## src/acou_defs.vh

```
// Register map, reset values and field positions for the alert/crossing output update block
// Assumes an 8-bit register port with 8-bit addresses
`ifndef ACOU_DEFS_VH
`define ACOU_DEFS_VH

`define ACOU_ADDR_OUT5_MASK 8'hcd
`define ACOU_ADDR_OUT6_MASK 8'hcf
`define ACOU_ADDR_OUT7_MASK 8'hd1
`define ACOU_ADDR_XVAL_LO 8'he3
`define ACOU_ADDR_XVAL_HI 8'he4
`define ACOU_ADDR_XING_EN 8'he7
`define ACOU_ADDR_ALERT_EN 8'he9
`define ACOU_ADDR_TRIG_VAL 8'heb

`define ACOU_RST_OUT5_MASK 8'h10
`define ACOU_RST_OUT6_MASK 8'h80
`define ACOU_RST_OUT7_MASK 8'h40
`define ACOU_RST_XVAL_LO 8'h00
`define ACOU_RST_XVAL_HI 8'h00
`define ACOU_RST_XING_EN 8'h00
`define ACOU_RST_ALERT_EN 8'h00
`define ACOU_RST_TRIG_VAL 8'h00

`define ACOU_XVAL_RISE_BIT 1
`define ACOU_XVAL_FALL_BIT 0
`define ACOU_FIRST_MASKED_OUT 5

`endif

```

## src/acou_alert_edge.v

```verilog
// Rising-edge detector for one output's combined alert trigger
// Assumes alert flags are synchronous to mclk_i
`timescale 1ns/1ps
module acou_alert_edge (
    input wire mclk_i, // Clock
    input wire resetn_i, // Async reset, active low
    input wire [7:0] alert_flags_i, // Per-channel alert flags
    input wire [7:0] mask_i, // Trigger mask for this output
    output wire fire_o // One-cycle update request
);
    reg any_reg;
    wire any_now;

    assign any_now = |(alert_flags_i & mask_i);

    always @(posedge mclk_i or negedge resetn_i) begin
        if (!resetn_i) begin
            any_reg <= 1'b0;
        end else begin
            any_reg <= any_now;
        end
    end

    assign fire_o = any_now & ~any_reg;
endmodule // acou_alert_edge

```

## src/acou_output_update.v

```verilog
// Digital output update logic: alert-triggered and zero-crossing-synchronous
// Assumes an 8-bit synchronous register port; alert flags and crossing input on mclk_i
`timescale 1ns/1ps
`include "acou_defs.vh"
module acou_output_update (
    input wire mclk_i, // 20 MHz clock
    input wire resetn_i, // Async reset, active low
    input wire reg_wr_i, // Register write strobe
    input wire reg_rd_i, // Register read strobe
    input wire [7:0] reg_addr_i, // Register address
    input wire [7:0] reg_wdata_i, // Register write data
    output reg [7:0] reg_rdata_o, // Register read data, registered
    input wire [7:0] alert_flags_i, // Per-channel alert flags
    input wire zero_crossing_signal_i, // Crossing detector output
    input wire [7:0] output_trigger_i, // Alert triggers for outputs 0 to 4 from elsewhere
    output reg [7:0] digital_output_o // Digital output levels
);
    // ------------------------------------------------------------
    // Registers
    // ------------------------------------------------------------
    reg [7:0] out5_alert_trigger_mask_reg;
    reg [7:0] out6_alert_trigger_mask_reg;
    reg [7:0] out7_alert_trigger_mask_reg;
    reg [7:0] crossing_value_ch0_to_3_reg;
    reg [7:0] crossing_value_ch4_to_7_reg;
    reg [7:0] crossing_update_enable_reg;
    reg [7:0] alert_update_enable_reg;
    reg [7:0] alert_trigger_value_reg;
    reg zc_prev_reg;
    reg [7:0] out_next;
    reg [7:0] rdata_next;
    wire [15:0] xval_all;
    wire [7:0] fire;
    wire zc_rise;
    wire zc_fall;

    // Level to launch for a field on a given crossing edge
    function xval_level;
        input [1:0] field;
        input rising;
        begin
            xval_level = rising ? field[`ACOU_XVAL_RISE_BIT] : field[`ACOU_XVAL_FALL_BIT];
        end
    endfunction

    always @(posedge mclk_i or negedge resetn_i) begin
        if (!resetn_i) begin
            out5_alert_trigger_mask_reg <= `ACOU_RST_OUT5_MASK;
            out6_alert_trigger_mask_reg <= `ACOU_RST_OUT6_MASK;
            out7_alert_trigger_mask_reg <= `ACOU_RST_OUT7_MASK;
            crossing_value_ch0_to_3_reg <= `ACOU_RST_XVAL_LO;
            crossing_value_ch4_to_7_reg <= `ACOU_RST_XVAL_HI;
            crossing_update_enable_reg <= `ACOU_RST_XING_EN;
            alert_update_enable_reg <= `ACOU_RST_ALERT_EN;
            alert_trigger_value_reg <= `ACOU_RST_TRIG_VAL;
        end else if (reg_wr_i) begin
            case (reg_addr_i)
                `ACOU_ADDR_OUT5_MASK: out5_alert_trigger_mask_reg <= reg_wdata_i;
                `ACOU_ADDR_OUT6_MASK: out6_alert_trigger_mask_reg <= reg_wdata_i;
                `ACOU_ADDR_OUT7_MASK: out7_alert_trigger_mask_reg <= reg_wdata_i;
                `ACOU_ADDR_XVAL_LO: crossing_value_ch0_to_3_reg <= reg_wdata_i;
                `ACOU_ADDR_XVAL_HI: crossing_value_ch4_to_7_reg <= reg_wdata_i;
                `ACOU_ADDR_XING_EN: crossing_update_enable_reg <= reg_wdata_i;
                `ACOU_ADDR_ALERT_EN: alert_update_enable_reg <= reg_wdata_i;
                `ACOU_ADDR_TRIG_VAL: alert_trigger_value_reg <= reg_wdata_i;
                default: begin
                end
            endcase
        end
    end

    // ------------------------------------------------------------
    // Register read
    // ------------------------------------------------------------
    always @* begin
        rdata_next = reg_rdata_o;
        if (reg_rd_i) begin
            case (reg_addr_i)
                `ACOU_ADDR_OUT5_MASK: rdata_next = out5_alert_trigger_mask_reg;
                `ACOU_ADDR_OUT6_MASK: rdata_next = out6_alert_trigger_mask_reg;
                `ACOU_ADDR_OUT7_MASK: rdata_next = out7_alert_trigger_mask_reg;
                `ACOU_ADDR_XVAL_LO: rdata_next = crossing_value_ch0_to_3_reg;
                `ACOU_ADDR_XVAL_HI: rdata_next = crossing_value_ch4_to_7_reg;
                `ACOU_ADDR_XING_EN: rdata_next = crossing_update_enable_reg;
                `ACOU_ADDR_ALERT_EN: rdata_next = alert_update_enable_reg;
                `ACOU_ADDR_TRIG_VAL: rdata_next = alert_trigger_value_reg;
                default: rdata_next = 8'h00;
            endcase
        end
    end

    always @(posedge mclk_i or negedge resetn_i) begin
        if (!resetn_i) begin
            reg_rdata_o <= 8'h00;
        end else begin
            reg_rdata_o <= rdata_next;
        end
    end

    // ------------------------------------------------------------
    // Alert trigger detection
    // ------------------------------------------------------------
    assign fire[4:0] = output_trigger_i[4:0];

    acou_alert_edge u_edge5 (
        .mclk_i(mclk_i),
        .resetn_i(resetn_i),
        .alert_flags_i(alert_flags_i),
        .mask_i(out5_alert_trigger_mask_reg),
        .fire_o(fire[5])
    );

    acou_alert_edge u_edge6 (
        .mclk_i(mclk_i),
        .resetn_i(resetn_i),
        .alert_flags_i(alert_flags_i),
        .mask_i(out6_alert_trigger_mask_reg),
        .fire_o(fire[6])
    );

    acou_alert_edge u_edge7 (
        .mclk_i(mclk_i),
        .resetn_i(resetn_i),
        .alert_flags_i(alert_flags_i),
        .mask_i(out7_alert_trigger_mask_reg),
        .fire_o(fire[7])
    );

    // ------------------------------------------------------------
    // Crossing edge detection
    // ------------------------------------------------------------
    always @(posedge mclk_i or negedge resetn_i) begin
        if (!resetn_i) begin
            zc_prev_reg <= 1'b0;
        end else begin
            zc_prev_reg <= zero_crossing_signal_i;
        end
    end

    assign zc_rise = zero_crossing_signal_i & ~zc_prev_reg;
    assign zc_fall = ~zero_crossing_signal_i & zc_prev_reg;
    assign xval_all = {crossing_value_ch4_to_7_reg, crossing_value_ch0_to_3_reg};

    // ------------------------------------------------------------
    // Output update; alert update wins over crossing in the same cycle
    // ------------------------------------------------------------
    genvar g;
    generate
        for (g = 0; g < 8; g = g + 1) begin : g_out
            always @* begin
                out_next[g] = digital_output_o[g];
                if (crossing_update_enable_reg[g] && (zc_rise || zc_fall)) begin
                    out_next[g] = xval_level(xval_all[2*g+1:2*g], zc_rise);
                end
                if (alert_update_enable_reg[g] && fire[g]) begin
                    out_next[g] = alert_trigger_value_reg[g];
                end
            end
        end
    endgenerate

    always @(posedge mclk_i or negedge resetn_i) begin
        if (!resetn_i) begin
            digital_output_o <= 8'h00;
        end else begin
            digital_output_o <= out_next;
        end
    end
endmodule // acou_output_update

```

## config.mk

```make
export PLATFORM = sky130hd
export DESIGN_NAME = acou_output_update
export DESIGN_NICKNAME = d
export VERILOG_FILES = /design/src/acou_alert_edge.v /design/src/acou_output_update.v
export VERILOG_INCLUDE_DIRS = /design/src
export SDC_FILE = /design/constraint.sdc
export NUM_CORES = 1
export LEC_CHECK = 0
export ABC_AREA = 1
export BUFFER_PORTS_ARGS = -buffer_cell sky130_fd_sc_hd__buf_2
export CAP_MARGIN = 20
export CORE_MARGIN = 2
export CORE_UTILIZATION = 40
export DETAILED_ROUTE_END_ITERATION = 10
export GPL_ROUTABILITY_DRIVEN = 0
export GPL_TIMING_DRIVEN = 0
export PLACE_DENSITY_LB_ADDON = 0.2
export SYNTH_ARGS = -nofsm -noshare
export SYNTH_HDL_FRONTEND = slang
export SYNTH_SLANG_ARGS = --single-unit
```

## constraint.sdc

```tcl
create_clock -name mclk_i -period 2.48 [get_ports mclk_i]
set_input_delay 0.496 -clock mclk_i [delete_from_list [all_inputs] [get_ports mclk_i]]
set_output_delay 0.496 -clock mclk_i [all_outputs]
set_load 0.05 [all_outputs]
```

== Word-level counts from Yosys, hierarchy flattened ==
Index checks and enable logic that the tools add are counted.
Word-level totals
  flip-flop bits (word level): 84
  bits of input ports: 37
  output and inout port bits: 16
  logic and storage cells: 103
Operators by class
  eq/ne operators: 8
  multiplexer cells: 25
  bitwise logic cells: 13
  reduce and logical (&&, ||, !) cells: 36
Operator list (number)
  8-bit equality test, second input constant: 8
  8-bit one-hot mux with 8 select lines: 1
  8-bit AND: 3
  1-bit 2-to-1 mux: 24
  8-bit OR reduction: 3
  1-bit logical AND: 16
  2-bit AND reduction: 8
  2-bit nonzero test: 8
  1-bit AND: 5
  1-bit NOT: 5
  1-bit logical OR: 1

== Depth between registers and ports, before layout ==
Gate-level depths: netlist of the first run.
  word-level depth: 6
  gate-level depth with buffers: 10
  mapped depth without buffers: 9

== Hierarchy ==
A second synthesis of the first run with hierarchy kept.
Second synthesis, totals
  cells, all modules: 590
  area, all modules: 4638.2 µm²
Modules (own cells, without submodules)
  acou_output_update: instances 1, cells each 539, area an instance 4379.2 µm², seq. area each 2030.7 µm²
  acou_alert_edge: instances 3, cells each 17, area an instance 86.3 µm², seq. area each 25.0 µm²

== Worst setup path before layout of the first run ==
OpenSTA, ideal clock, no wires.
  path type: input to register
  from: input port zero_crossing_signal_i
  to: register digital_output_o[5]
  setup time: 0.120 ns
  arrival time: 1.393 ns
  data required time: 2.360 ns
  slack: 0.968 ns
  cell stages on the path: 7
  buffers on the path: 0
  cells stage by stage: ha_1 > inv_1 > nand2_1 > a22oi_1 > nand2_1 > o21ai_0 > inv_1
Between the ends
  word-level cells in the longest chain between the ends: 5
  elaborated cells between the ends (all ways): 9
  classes of those cells: 3 x mux; 3 x bitwise; 3 x reduce/logical
RTL lines
  start: declaration: line acou_output_update.v:14  | input wire zero_crossing_signal_i,
  parallel branches: the longest is 5 deep, another holds 1-bit AND
  end signal: assignment: line acou_output_update.v:166  | digital_output_o <= out_next;
  end: declaration: line acou_output_update.v:16  | output reg [7:0] digital_output_o
Parallel ways; which one is timed is not known. The select of a mux whose other input is x is not followed.
A chain may end at the register's enable or synchronous reset.

== Final worst setup path of the first run ==
  from: register zc_prev_reg
  to: register digital_output_o[5]
Between the ends
  word-level cells in the longest chain between the ends: 5
  elaborated cells between the ends (all ways): 9
  classes of those cells: 3 x mux; 3 x bitwise; 3 x reduce/logical
RTL lines
  start: declaration: line acou_output_update.v:29  | reg zc_prev_reg;
  start signal: assignment: line acou_output_update.v:136  | zc_prev_reg <= zero_crossing_signal_i;
  1-bit NOT: line acou_output_update.v:140  | assign zc_rise = zero_crossing_signal_i & ~zc_prev_reg;
  1-bit AND: line acou_output_update.v:140
  1-bit 2-to-1 mux / 1-bit logical OR (equally long branches): line acou_output_update.v:42, acou_output_update.v:152
  1-bit 2-to-1 mux / 1-bit logical AND (equally long branches): line acou_output_update.v:152  | if (crossing_update_enable_reg[g] && (zc_rise || zc_fall)) begin
  1-bit 2-to-1 mux / 2-bit nonzero test (equally long branches)
Several ways; a longest one is shown, not always the timed one. The select of a mux whose other input is x is not followed.

==> out/metrics.yaml, run 1 <==
power:
  ir_worst_vdd_uv: 305
  cellPowerDensity_mw_per_mm2: 642
  p_leak_nw: 2.86
clocking:
  cts.sinks: 84
  numCtsBuffers: 9
  cts_root_buf: "clkbuf_16"
  worstSkewPairLatency_ps: 340
  clk_pin_slew_ps: 60
  clk_path_buf_depth: 2
  cts_setup_buffers: 0
  hold_buffers: 0
  h-tree-depth: 3
  cts_tree: "done"
  cts-resized-gates: 0
floorplanning:
  start_util_pct: 41.0
  die_height_um: 112
  std_cell_rows: 39
  core_area_mm2: 0.0114
  die_area_mm2: 0.0126
  die_w_um: 112
  pin_count: 53
place:
  io_buffers: 47
  dp_slack_ps: 475
  dp_hpwl_um: 9630
detailed_routing:
  via_count: 3983
  wl_per_cell_um: 16.9
  postRouteAntennaNets: 0
  first_iter_violations: 317
  route.detailed.drc: 0
  dr.pass1.iters: 5
  viasPerCell: 5.20
  detail_route.wirelength_um: 12900
logic_synthesis:
  postSynthAreaPerCell_um2: 8.38
  yosysWarningCount: 0
  synth.cell_area_mm2: 0.00468
  syn_nets: 597
  ys_types: 29
  syn_inst: 559
  yosysSeqAreaShare_pct: 45.0
  ys_ff_latch: 84
global_routing:
  antenna_found_initial: 0
  grt_pass1_wl_um: 20900
  grt_use_total_pct: 21.7
  grt_max_degree: 56
  overflow: 0
  grt_pass1_vias: 3877
sta:
  worstMarginPinSlew_ps: 430
  max_slew_margin_pct: 71.3
  rsz0062_at_grt: "false"
  finalHoldViolations: 0
  finalSetupTns_ps: 0
  layout_min_cycle_time_ps: 1720
  maxSlewViolCount: 0
  fmax_mhz: 582
  period_share_pct: 69.3
  finalSetupViolCount: 0
  fin_skew_ps: 9.39
  fin_ws_ps: 761
layout:
  utilization_pct: 47.5
  antenna_cells: 0
  area_growth_pct: 15.7
  layout.nets: 656
  drive_gt1_share_pct: 20.5
setup_path:
  critPathMaxFanout: 8
  r2r_slack_ps: 760
  cp_data_arrival_time_ps: 1950
  r2r-end: "digital_output_o[5]"
  start_kind: "flop"
  crit_type: "reg -> reg"
  rr_worst_depth: 8
  r2r-start: "zc_prev_reg"
  required_ps: 2710
  crit_path_end_kind: "flop"
min_path:
  hp-class: "in -> async"
run_status:
  status: "complete, no violations"
run:
  drv_cap: 0
through the flow:
stage	hold slack [ps]	std cells	power, W	cell area (um^2)
CTS	106	766	0.00351	5420
finish	88.3	766	0.00348	5420
global route	120	766	0.00364	5420
global placement	456	749	0.00218	5100
detailed placement	462	750	0.00220	5130
floorplan	200	559	0.00199	4680
Yosys cell counts:
master,count,area share (%)
buf_2,3,0.32
o22ai_1,2,0.27
buf_12,3,1.3
a21boi_0,1,0.16
nand3_1,66,7.1
mux2i_1,1,0.21
ha_1,1,0.27
nand2_4,6,1.4
nand3_4,1,0.37
o221ai_1,2,0.37
buf_6,10,2.4
dfstp_2,3,1.7
a21oi_1,5,0.53
o21ai_2,12,2.2
nand2_2,8,1.1
nand2_1,175,14
a22oi_1,1,0.16
inv_1,54,4.3
o21ai_0,29,3.1
o311ai_0,1,0.19
nand4_1,2,0.27
inv_2,1,0.080
nor2_8,9,3.8
nor2_4,10,2.4
o211ai_1,7,1.1
nor2_1,28,2.2
o21ai_1,12,1.3
dfrtp_1,81,43
o21a_1,25,4.0
layout by cell type, fill, tap and decap left out, drive strengths merged:
| cell type | synthesis | final |
|---|---|---|
| o22ai | 2 | 2 |
| nand3 | 67 | 67 |
| dfstp | 3 | 3 |
| a22oi | 1 | 1 |
| o211ai | 7 | 7 |
| mux2i | 1 | 1 |
| clkinv | 0 | 1 |
| clkbuf | 0 | 15 |
| inv | 55 | 55 |
| nor2 | 47 | 47 |
| o21a | 25 | 25 |
| o221ai | 2 | 2 |
| o21ai | 53 | 53 |
| ha | 1 | 1 |
| buf | 16 | 64 |
| a21oi | 5 | 5 |
| o311ai | 1 | 1 |
| nand4 | 2 | 2 |
| a21boi | 1 | 1 |
| nand2 | 189 | 189 |
| dfrtp | 81 | 81 |
worst max path at each step:
stage | start | to | slack (ps) | depth (start not counted)
floorplan | zero_crossing_signal_i | digital_output_o[5] | 970 | 7
CTS | zc_prev_reg | digital_output_o[5] | 750 | 8
global route | zc_prev_reg | digital_output_o[5] | 600 | 8
finish | zc_prev_reg | digital_output_o[5] | 760 | 8
global placement | resetn_i | alert_update_enable_reg[2] | 140 | 1
detailed placement | zero_crossing_signal_i | digital_output_o[5] | 470 | 8
critical path, stage by stage (launching register included):
cell     delay, ps
dfrtp_1        320
inv_1           40
ha_1           390
inv_1          350
nand2_1        120
a22oi_1        220
nand2_1         70
o21ai_0         70
inv_1           50
logic make-up (layout without fill, tap and decap cells):
kind of cell / Yosys count / count (layout) / synth area share, %
DFF: 84 / 84 / 45.0
muxes: 1 / 1 / 0.214
buffers and inverters: 71 / 135 / 8.41
adders and majority gates: 1 / 1 / 0.267
and+or+nand+nor: 305 / 305 / 32.7
AOI/OAI and AO/OA: 97 / 97 / 13.4
report_power, final:
group | internal, W | switching, W | leakage [nW]
registers | 0.00150 | 0.0000863 | 1.00
clock network | 0.000787 | 0.000522 | 0.146
logic | 0.000173 | 0.000415 | 1.71
metal layers:
layer / share of wire, % / track usage, % / wire length [um]
met1: 45 / 29.8 / 5770
met2: 46 / 34.1 / 5960
met3: 6.1 / 3.83 / 796
met4: 3.2 / 9.27 / 415
met5: 0 / 0 / 0
cell type report:
cell class	instances	area [um^2]
inverter	55	206
clock inverter	1	5.00
timing repair buffer	48	265
buffer	16	188
sequential	84	2110
clock buffer	15	288
multi-input combinational	404	2180
fill	1128	6000
tap	143	179
No activity file was read; power rests on OpenSTA's default activity.
==> run 2: changes to the inputs <==
- clock period: 2.48 -> 1.7 ns (I/O delays scaled with it)
==> out/metrics.yaml, run 2 (synthesized netlist as in run 1, its figures left out) <==
floorplanning:
  start_util_pct: 41.0  # unchanged
  die_height_um: 112  # unchanged
  std_cell_rows: 39  # unchanged
  die_w_um: 112  # unchanged
  die_area_mm2: 0.0126  # unchanged
  pin_count: 53  # unchanged
  core_area_mm2: 0.0114  # unchanged
detailed_routing:
  detail_route.wirelength_um: 12900  # about the same
  wl_per_cell_um: 16.8  # was 16.9 um
  first_iter_violations: 330  # was 317
  postRouteAntennaNets: 0  # unchanged
  dr.pass1.iters: 5  # unchanged
  via_count: 4019  # was 3983
  viasPerCell: 5.23  # was 5.20
  route.detailed.drc: 0  # unchanged
min_path:
  min_to: "zc_prev_reg"
  min_path_cells: 1
  hp-class: "in -> reg"  # was in -> async
  hp-start: "zero_crossing_signal_i"
sta:
  rsz0062_at_grt: "false"  # unchanged
  period_share_pct: 89.8  # was 69.3%
  finalSetupViolCount: 0  # unchanged
  maxSlewViolCount: 0  # unchanged
  holdWs_ps: 155  # was 88.3 ps
  layout_min_cycle_time_ps: 1530  # was 1720 ps
  worstMarginPinSlew_ps: 429  # was 430 ps
  fmax_mhz: 655  # was 582 MHz
  fin_skew_ps: 9.63  # was 9.39 ps
  finalSetupTns_ps: 0  # unchanged
  finalHoldViolations: 0  # unchanged
  max_slew_margin_pct: 71.4  # was 71.3%
clocking:
  numCtsBuffers: 9  # unchanged
  cts_tree: "done"  # unchanged
  cts_root_buf: "clkbuf_16"  # unchanged
  clk_path_buf_depth: 2  # unchanged
  cts.sinks: 84  # unchanged
  worstSkewPairLatency_ps: 340  # about the same
  clk_pin_slew_ps: 60  # about the same
  h-tree-depth: 3  # unchanged
place:
  io_buffers: 47  # unchanged
  dp_hpwl_um: 9630  # unchanged
  place_area_mm2: 0.00513  # unchanged
  dpl.cell_count: 750  # unchanged
power:
  p_int_w: 0.00360  # was 0.00246 W
  clkPwrFrac_pct: 37.5  # was 37.6%
  ir_worst_vdd_uv: 447  # was 305 uV
  seqPwrFrac_pct: 45.3  # was 45.5%
  cellPowerDensity_mw_per_mm2: 933  # was 642 mW/mm^2
  p_leak_nw: 2.87  # was 2.86 nW
  combPwrFrac_pct: 17.2  # was 16.9%
  swShare_pct: 29.4  # about the same
  net-switching-power_w: 0.00150  # was 0.00102 W
global_routing:
  antenna_found_initial: 0  # unchanged
  overflow: 0  # unchanged
  grt_max_degree: 56  # unchanged
  grt_pass1_wl_um: 20900  # unchanged
  grt_pass1_vias: 3884  # was 3877
  grt_use_total_pct: 21.7  # unchanged
layout:
  finalInstanceArea_mm2: 0.00547  # was 0.00542 mm^2
  utilization_pct: 47.9  # was 47.5%
  layout.nets: 659  # was 656
  fin_cells: 769  # was 766
  most-common-layout-cells: "nand2_1, dfrtp_1, nand3_1"  # unchanged
  antenna_cells: 0  # unchanged
  drive_gt1_share_pct: 21.2  # was 20.5%
  layout_commonest_cell: "nand2_1"  # unchanged
  area_growth_pct: 16.7  # was 15.7%
run:
  drv_cap: 0  # unchanged
setup_path:
  cp_data_arrival_time_ps: 1760  # was 1950 ps
  crit_type: "reg -> reg"  # unchanged
  r2r-end: "digital_output_o[5]"  # unchanged
  crit_path_end_kind: "flop"  # unchanged
  path_cells: "inv_1 > ha_4 > clkinvlp_4 > nand2_1 > a21oi_1 > a22oi_1 > nand2_1 > o21ai_0 > inv_1"  # was inv_1 > ha_1 > inv_1 > nand2_1 > a22oi_1 > nand2_1 > o21ai_0 > inv_1
  rr_worst_depth: 9  # was 8
  r2r_slack_ps: 170  # was 760 ps
  required_ps: 1930  # was 2710 ps
  critPathMaxFanout: 7  # was 8
  r2r-start: "zc_prev_reg"  # unchanged
  start_kind: "flop"  # unchanged
  cp_slowest_cell: "dfrtp_1"  # was ha_1
  cpPeakStageDelay_ps: 320  # was 390 ps
  cp_num_buf_inv: 3  # unchanged
  path_delay_family: "flip-flops"  # was buffers and inverters
run_status:
  status: "complete, no violations"  # unchanged
run 2: cell count changes in the layout (fill, tap and decap cells not counted):
cell | before | now
clkinvlp_4 | 0 | 2
buf_2 | 49 | 48
inv_1 | 54 | 52
buf_4 | 1 | 4
ha_4 | 0 | 1
ha_1 | 1 | 0
dlygate4sd3_1 | 0 | 1
run 2: what timing repair did:
| action | 4_1_cts | 5_1_grt |
|---|---|---|
| hold buffers | 1 | 0 |
| endpoints found under the hold margin | 29 | 0 |
| pin swaps | 0 | 0 |
| buffers inserted | 2 | 1 |
| setup endpoints to repair | 1 | 4 |
| resized for setup | 2 | 2 |
run 2: layout make-up:
type | instances | area [um^2]
fillers | 1121 | 5950
multi-input cells | 404 | 2200
flip-flops and latches | 84 | 2110
repair buffers | 52 | 298
clock buffers | 15 | 288
inverters | 55 | 214
plain buffers | 15 | 183
well taps | 143 | 179
clock inverters | 1 | 5.00
run 2: stage by stage:
stage	setup WS (ps)	total power, W
3_5_place_dp	-149	0.00320
2_1_floorplan	344	0.00290
4_1_cts	27.2	0.00513
6_report	173	0.00510
3_3_place_gp	-483	0.00318
5_1_grt	25.7	0.00533
run 2: how the worst max path moves through the flow:
stage / cells after the start / end / slack [ps] / start
floorplan: 7 / digital_output_o[5] / 340 / zero_crossing_signal_i
global placement: 1 / alert_update_enable_reg[2] / -480 / resetn_i
detailed placement: 8 / digital_output_o[5] / -150 / zero_crossing_signal_i
CTS: 9 / digital_output_o[5] / 30 / zc_prev_reg
global route: 9 / digital_output_o[5] / 30 / zc_prev_reg
finish: 9 / digital_output_o[5] / 170 / zc_prev_reg
run 2: power by group through the flow:
stage / clock network [W] / logic (W) / registers (W)
finish: 0.00191 / 0.000877 / 0.00231
global route: 0.00203 / 0.000966 / 0.00233
CTS: 0.00194 / 0.000877 / 0.00231
detailed placement: 0 / 0.000860 / 0.00234
global placement: 0 / 0.000841 / 0.00234
floorplan: 0 / 0.000367 / 0.00253
run 2: worst register-to-register path: cells and delay by family (launching register included):
kind	cells	cell delay, ps
fa+ha+maj	1	320
compound gates	3	270
flops	1	320
buf+inv	3	320
simple gates	2	200
run 2: metal layers:
metal	GRT usage, %	up-vias	share of wire (%)
met5	0	-	0
met1	29.8	1903	45
met2	34.3	149	46
li1	-	1946	-
met3	3.78	21	6.2
met4	9.11	0	3.2
==> run 3: changes to the inputs <==
- CORE_UTILIZATION: 40 -> 45
- GPL_TIMING_DRIVEN: 0 -> not set
==> out/metrics.yaml, run 3 (synthesized netlist as in run 1, its figures left out) <==
sta:
  finalSetupViolCount: 0  # unchanged
  fin_skew_ps: 9.31  # was 9.63 ps
  max_slew_margin_pct: 66.1  # was 71.4%
  holdWs_ps: 91.0  # was 155 ps
  layout_min_cycle_time_ps: 1520  # was 1530 ps
  rsz0062_at_grt: "false"  # unchanged
  worstMarginPinSlew_ps: 508  # was 429 ps
  fin_ws_ps: 178  # was 173 ps
  finalSetupTns_ps: 0  # unchanged
  period_share_pct: 89.5  # was 89.8%
  maxSlewViolCount: 0  # unchanged
  finalHoldViolations: 0  # unchanged
  fmax_mhz: 657  # was 655 MHz
setup_path:
  crit_type: "reg -> reg"  # unchanged
  cpPeakStageDelay_ps: 330  # was 320 ps
  crit_path_end: "digital_output_o[5]"  # unchanged
  critPathMaxFanout: 7  # unchanged
  cp_data_arrival_time_ps: 1780  # was 1760 ps
  start_kind: "flop"  # unchanged
  r2r_slack_ps: 180  # was 170 ps
  crit_path_end_kind: "flop"  # unchanged
  r2r-end: "digital_output_o[5]"  # unchanged
  critPathMostFrequentCell: "inv_1"
  path_cells: "inv_1 > ha_1 > inv_1 > nand2_1 > a22oi_1 > nand2_1 > o21ai_0 > inv_1"  # was inv_1 > ha_4 > clkinvlp_4 > nand2_1 > a21oi_1 > a22oi_1 > nand2_1 > o21ai_0 > inv_1
  crit_start: "zc_prev_reg"  # unchanged
  cp_slowest_cell: "dfrtp_1"  # unchanged
  required_ps: 1960  # was 1930 ps
  r2r-start: "zc_prev_reg"  # unchanged
  rr_worst_depth: 8  # was 9
place:
  place_area_mm2: 0.00512  # was 0.00513 mm^2
  dp_slack_ps: 70.6  # was -149 ps
  dp_hpwl_um: 9390  # was 9630 um
  io_buffers: 49  # was 47
power:
  power_w: 0.00479  # was 0.00510 W
  ir_worst_vdd_uv: 544  # was 447 uV
  p_leak_nw: 2.84  # was 2.87 nW
  cellPowerDensity_mw_per_mm2: 896  # was 933 mW/mm^2
floorplanning:
  std_cell_rows: 37  # was 39
  pin_count: 53  # unchanged
  start_util_pct: 45.8  # was 41.0%
  core_area_mm2: 0.0102  # was 0.0114 mm^2
  die_height_um: 106  # was 112 um
  die_w_um: 106  # was 112 um
  die_area_mm2: 0.0112  # was 0.0126 mm^2
clocking:
  cts_tree: "done"  # unchanged
  worstSkewPairLatency_ps: 360  # was 340 ps
  cts_setup_buffers: 0  # was 2
  cts.sinks: 84  # unchanged
  h-tree-depth: 3  # unchanged
  clk_pin_slew_ps: 90  # was 60 ps
  cts-resized-gates: 0  # was 2
  clk_path_buf_depth: 2  # unchanged
  numCtsBuffers: 9  # unchanged
  hold_buffers: 1  # unchanged
  cts_root_buf: "clkbuf_8"  # was clkbuf_16
layout:
  most-common-layout-cells: "nand2_1, dfrtp_1, nand3_1"  # unchanged
  drive_gt1_share_pct: 21.1  # was 21.2%
  multi_input_area_mm2: 0.00218  # was 0.00220 mm^2
  layout.nets: 661  # was 659
  antenna_cells: 0  # unchanged
  n_fill_cell: 1001  # was 1121
  ff_latch_area_mm2: 0.00211  # unchanged
  layout_commonest_cell: "nand2_1"  # unchanged
  area_growth_pct: 14.1  # was 16.7%
  finalInstanceArea_mm2: 0.00535  # was 0.00547 mm^2
detailed_routing:
  wl_per_cell_um: 16.1  # was 16.8 um
  viasPerCell: 5.21  # was 5.23
  detail_route.wirelength_um: 12300  # was 12900 um
  dr.pass1.iters: 5  # unchanged
  via_count: 3976  # was 4019
  postRouteAntennaNets: 0  # unchanged
  first_iter_violations: 270  # was 330
  route.detailed.drc: 0  # unchanged
min_path:
  hp-class: "in -> reg"  # unchanged
global_routing:
  grt_pass1_wl_um: 19900  # was 20900 um
  overflow: 0  # unchanged
  grt_use_total_pct: 23.3  # was 21.7%
  grt_max_degree: 34  # was 56
  grt_pass1_vias: 3841  # was 3884
  antenna_found_initial: 0  # unchanged
run:
  drv_cap: 0  # unchanged
run_status:
  status: "complete, no violations"  # unchanged
run 3: cell count changes in the layout (fill, tap and decap cells not counted), sizes merged:
cell      before  now
buf           66   68
bufinv         0    2
clkbuf        15   11
clkinv         1    2
clkinvlp       2    0
inv           53   55
run 3: per-stage QoR:
stage	cells	util, %
2_1_floorplan	559	-
3_3_place_gp	747	50.0
3_5_place_dp	747	50.0
4_1_cts	763	52.2
5_1_grt	763	52.2
6_report	763	52.2
run 3: final cells by class:
cell class              count  area share [%]
flip-flops and latches     84            39.4
well taps                 136            3.18
inverters                  55            3.86
clock buffers              11            2.65
clock inverters             4            1.38
multi-input cells         404            40.9
repair buffers             69            8.66
run 3: worst min-delay path by stage:
stage | start | to | slack, ps | cells past startpoint
floorplan | resetn_i | alert_trigger_value_reg[0] | 40 | 0
global placement | resetn_i | out6_alert_trigger_mask_reg[0] | 340 | 1
detailed placement | resetn_i | out5_alert_trigger_mask_reg[0] | 340 | 1
CTS | zero_crossing_signal_i | zc_prev_reg | 80 | 1
global route | zero_crossing_signal_i | zc_prev_reg | 80 | 1
finish | zero_crossing_signal_i | zc_prev_reg | 90 | 1
run 3: metal layers:
metal	part of all wire [%]	wire, um	vias up	global-route usage, %
met3	6.4	789	22	3.92
li1	-	-	1949	-
met5	0	0	-	0
met2	46	5680	142	37.2
met1	45	5500	1863	31.8
met4	2.5	304	0	8.74
run 3: where the power goes:
group          switching, W  internal, W  total [W]
Clock              0.000740     0.000861    0.00160
Sequential         0.000128      0.00218    0.00231
Combinational      0.000604     0.000271   0.000875
run 3: critical path: cells and delay by family, from the launching register on:
kind	cells	cell delay [ps]
AO/OA/AOI/OAI	2	290
buffers and inverters	3	330
flip-flops	1	330
AND/OR/NAND/NOR	2	190
adder cells (fa/ha/maj)	1	270
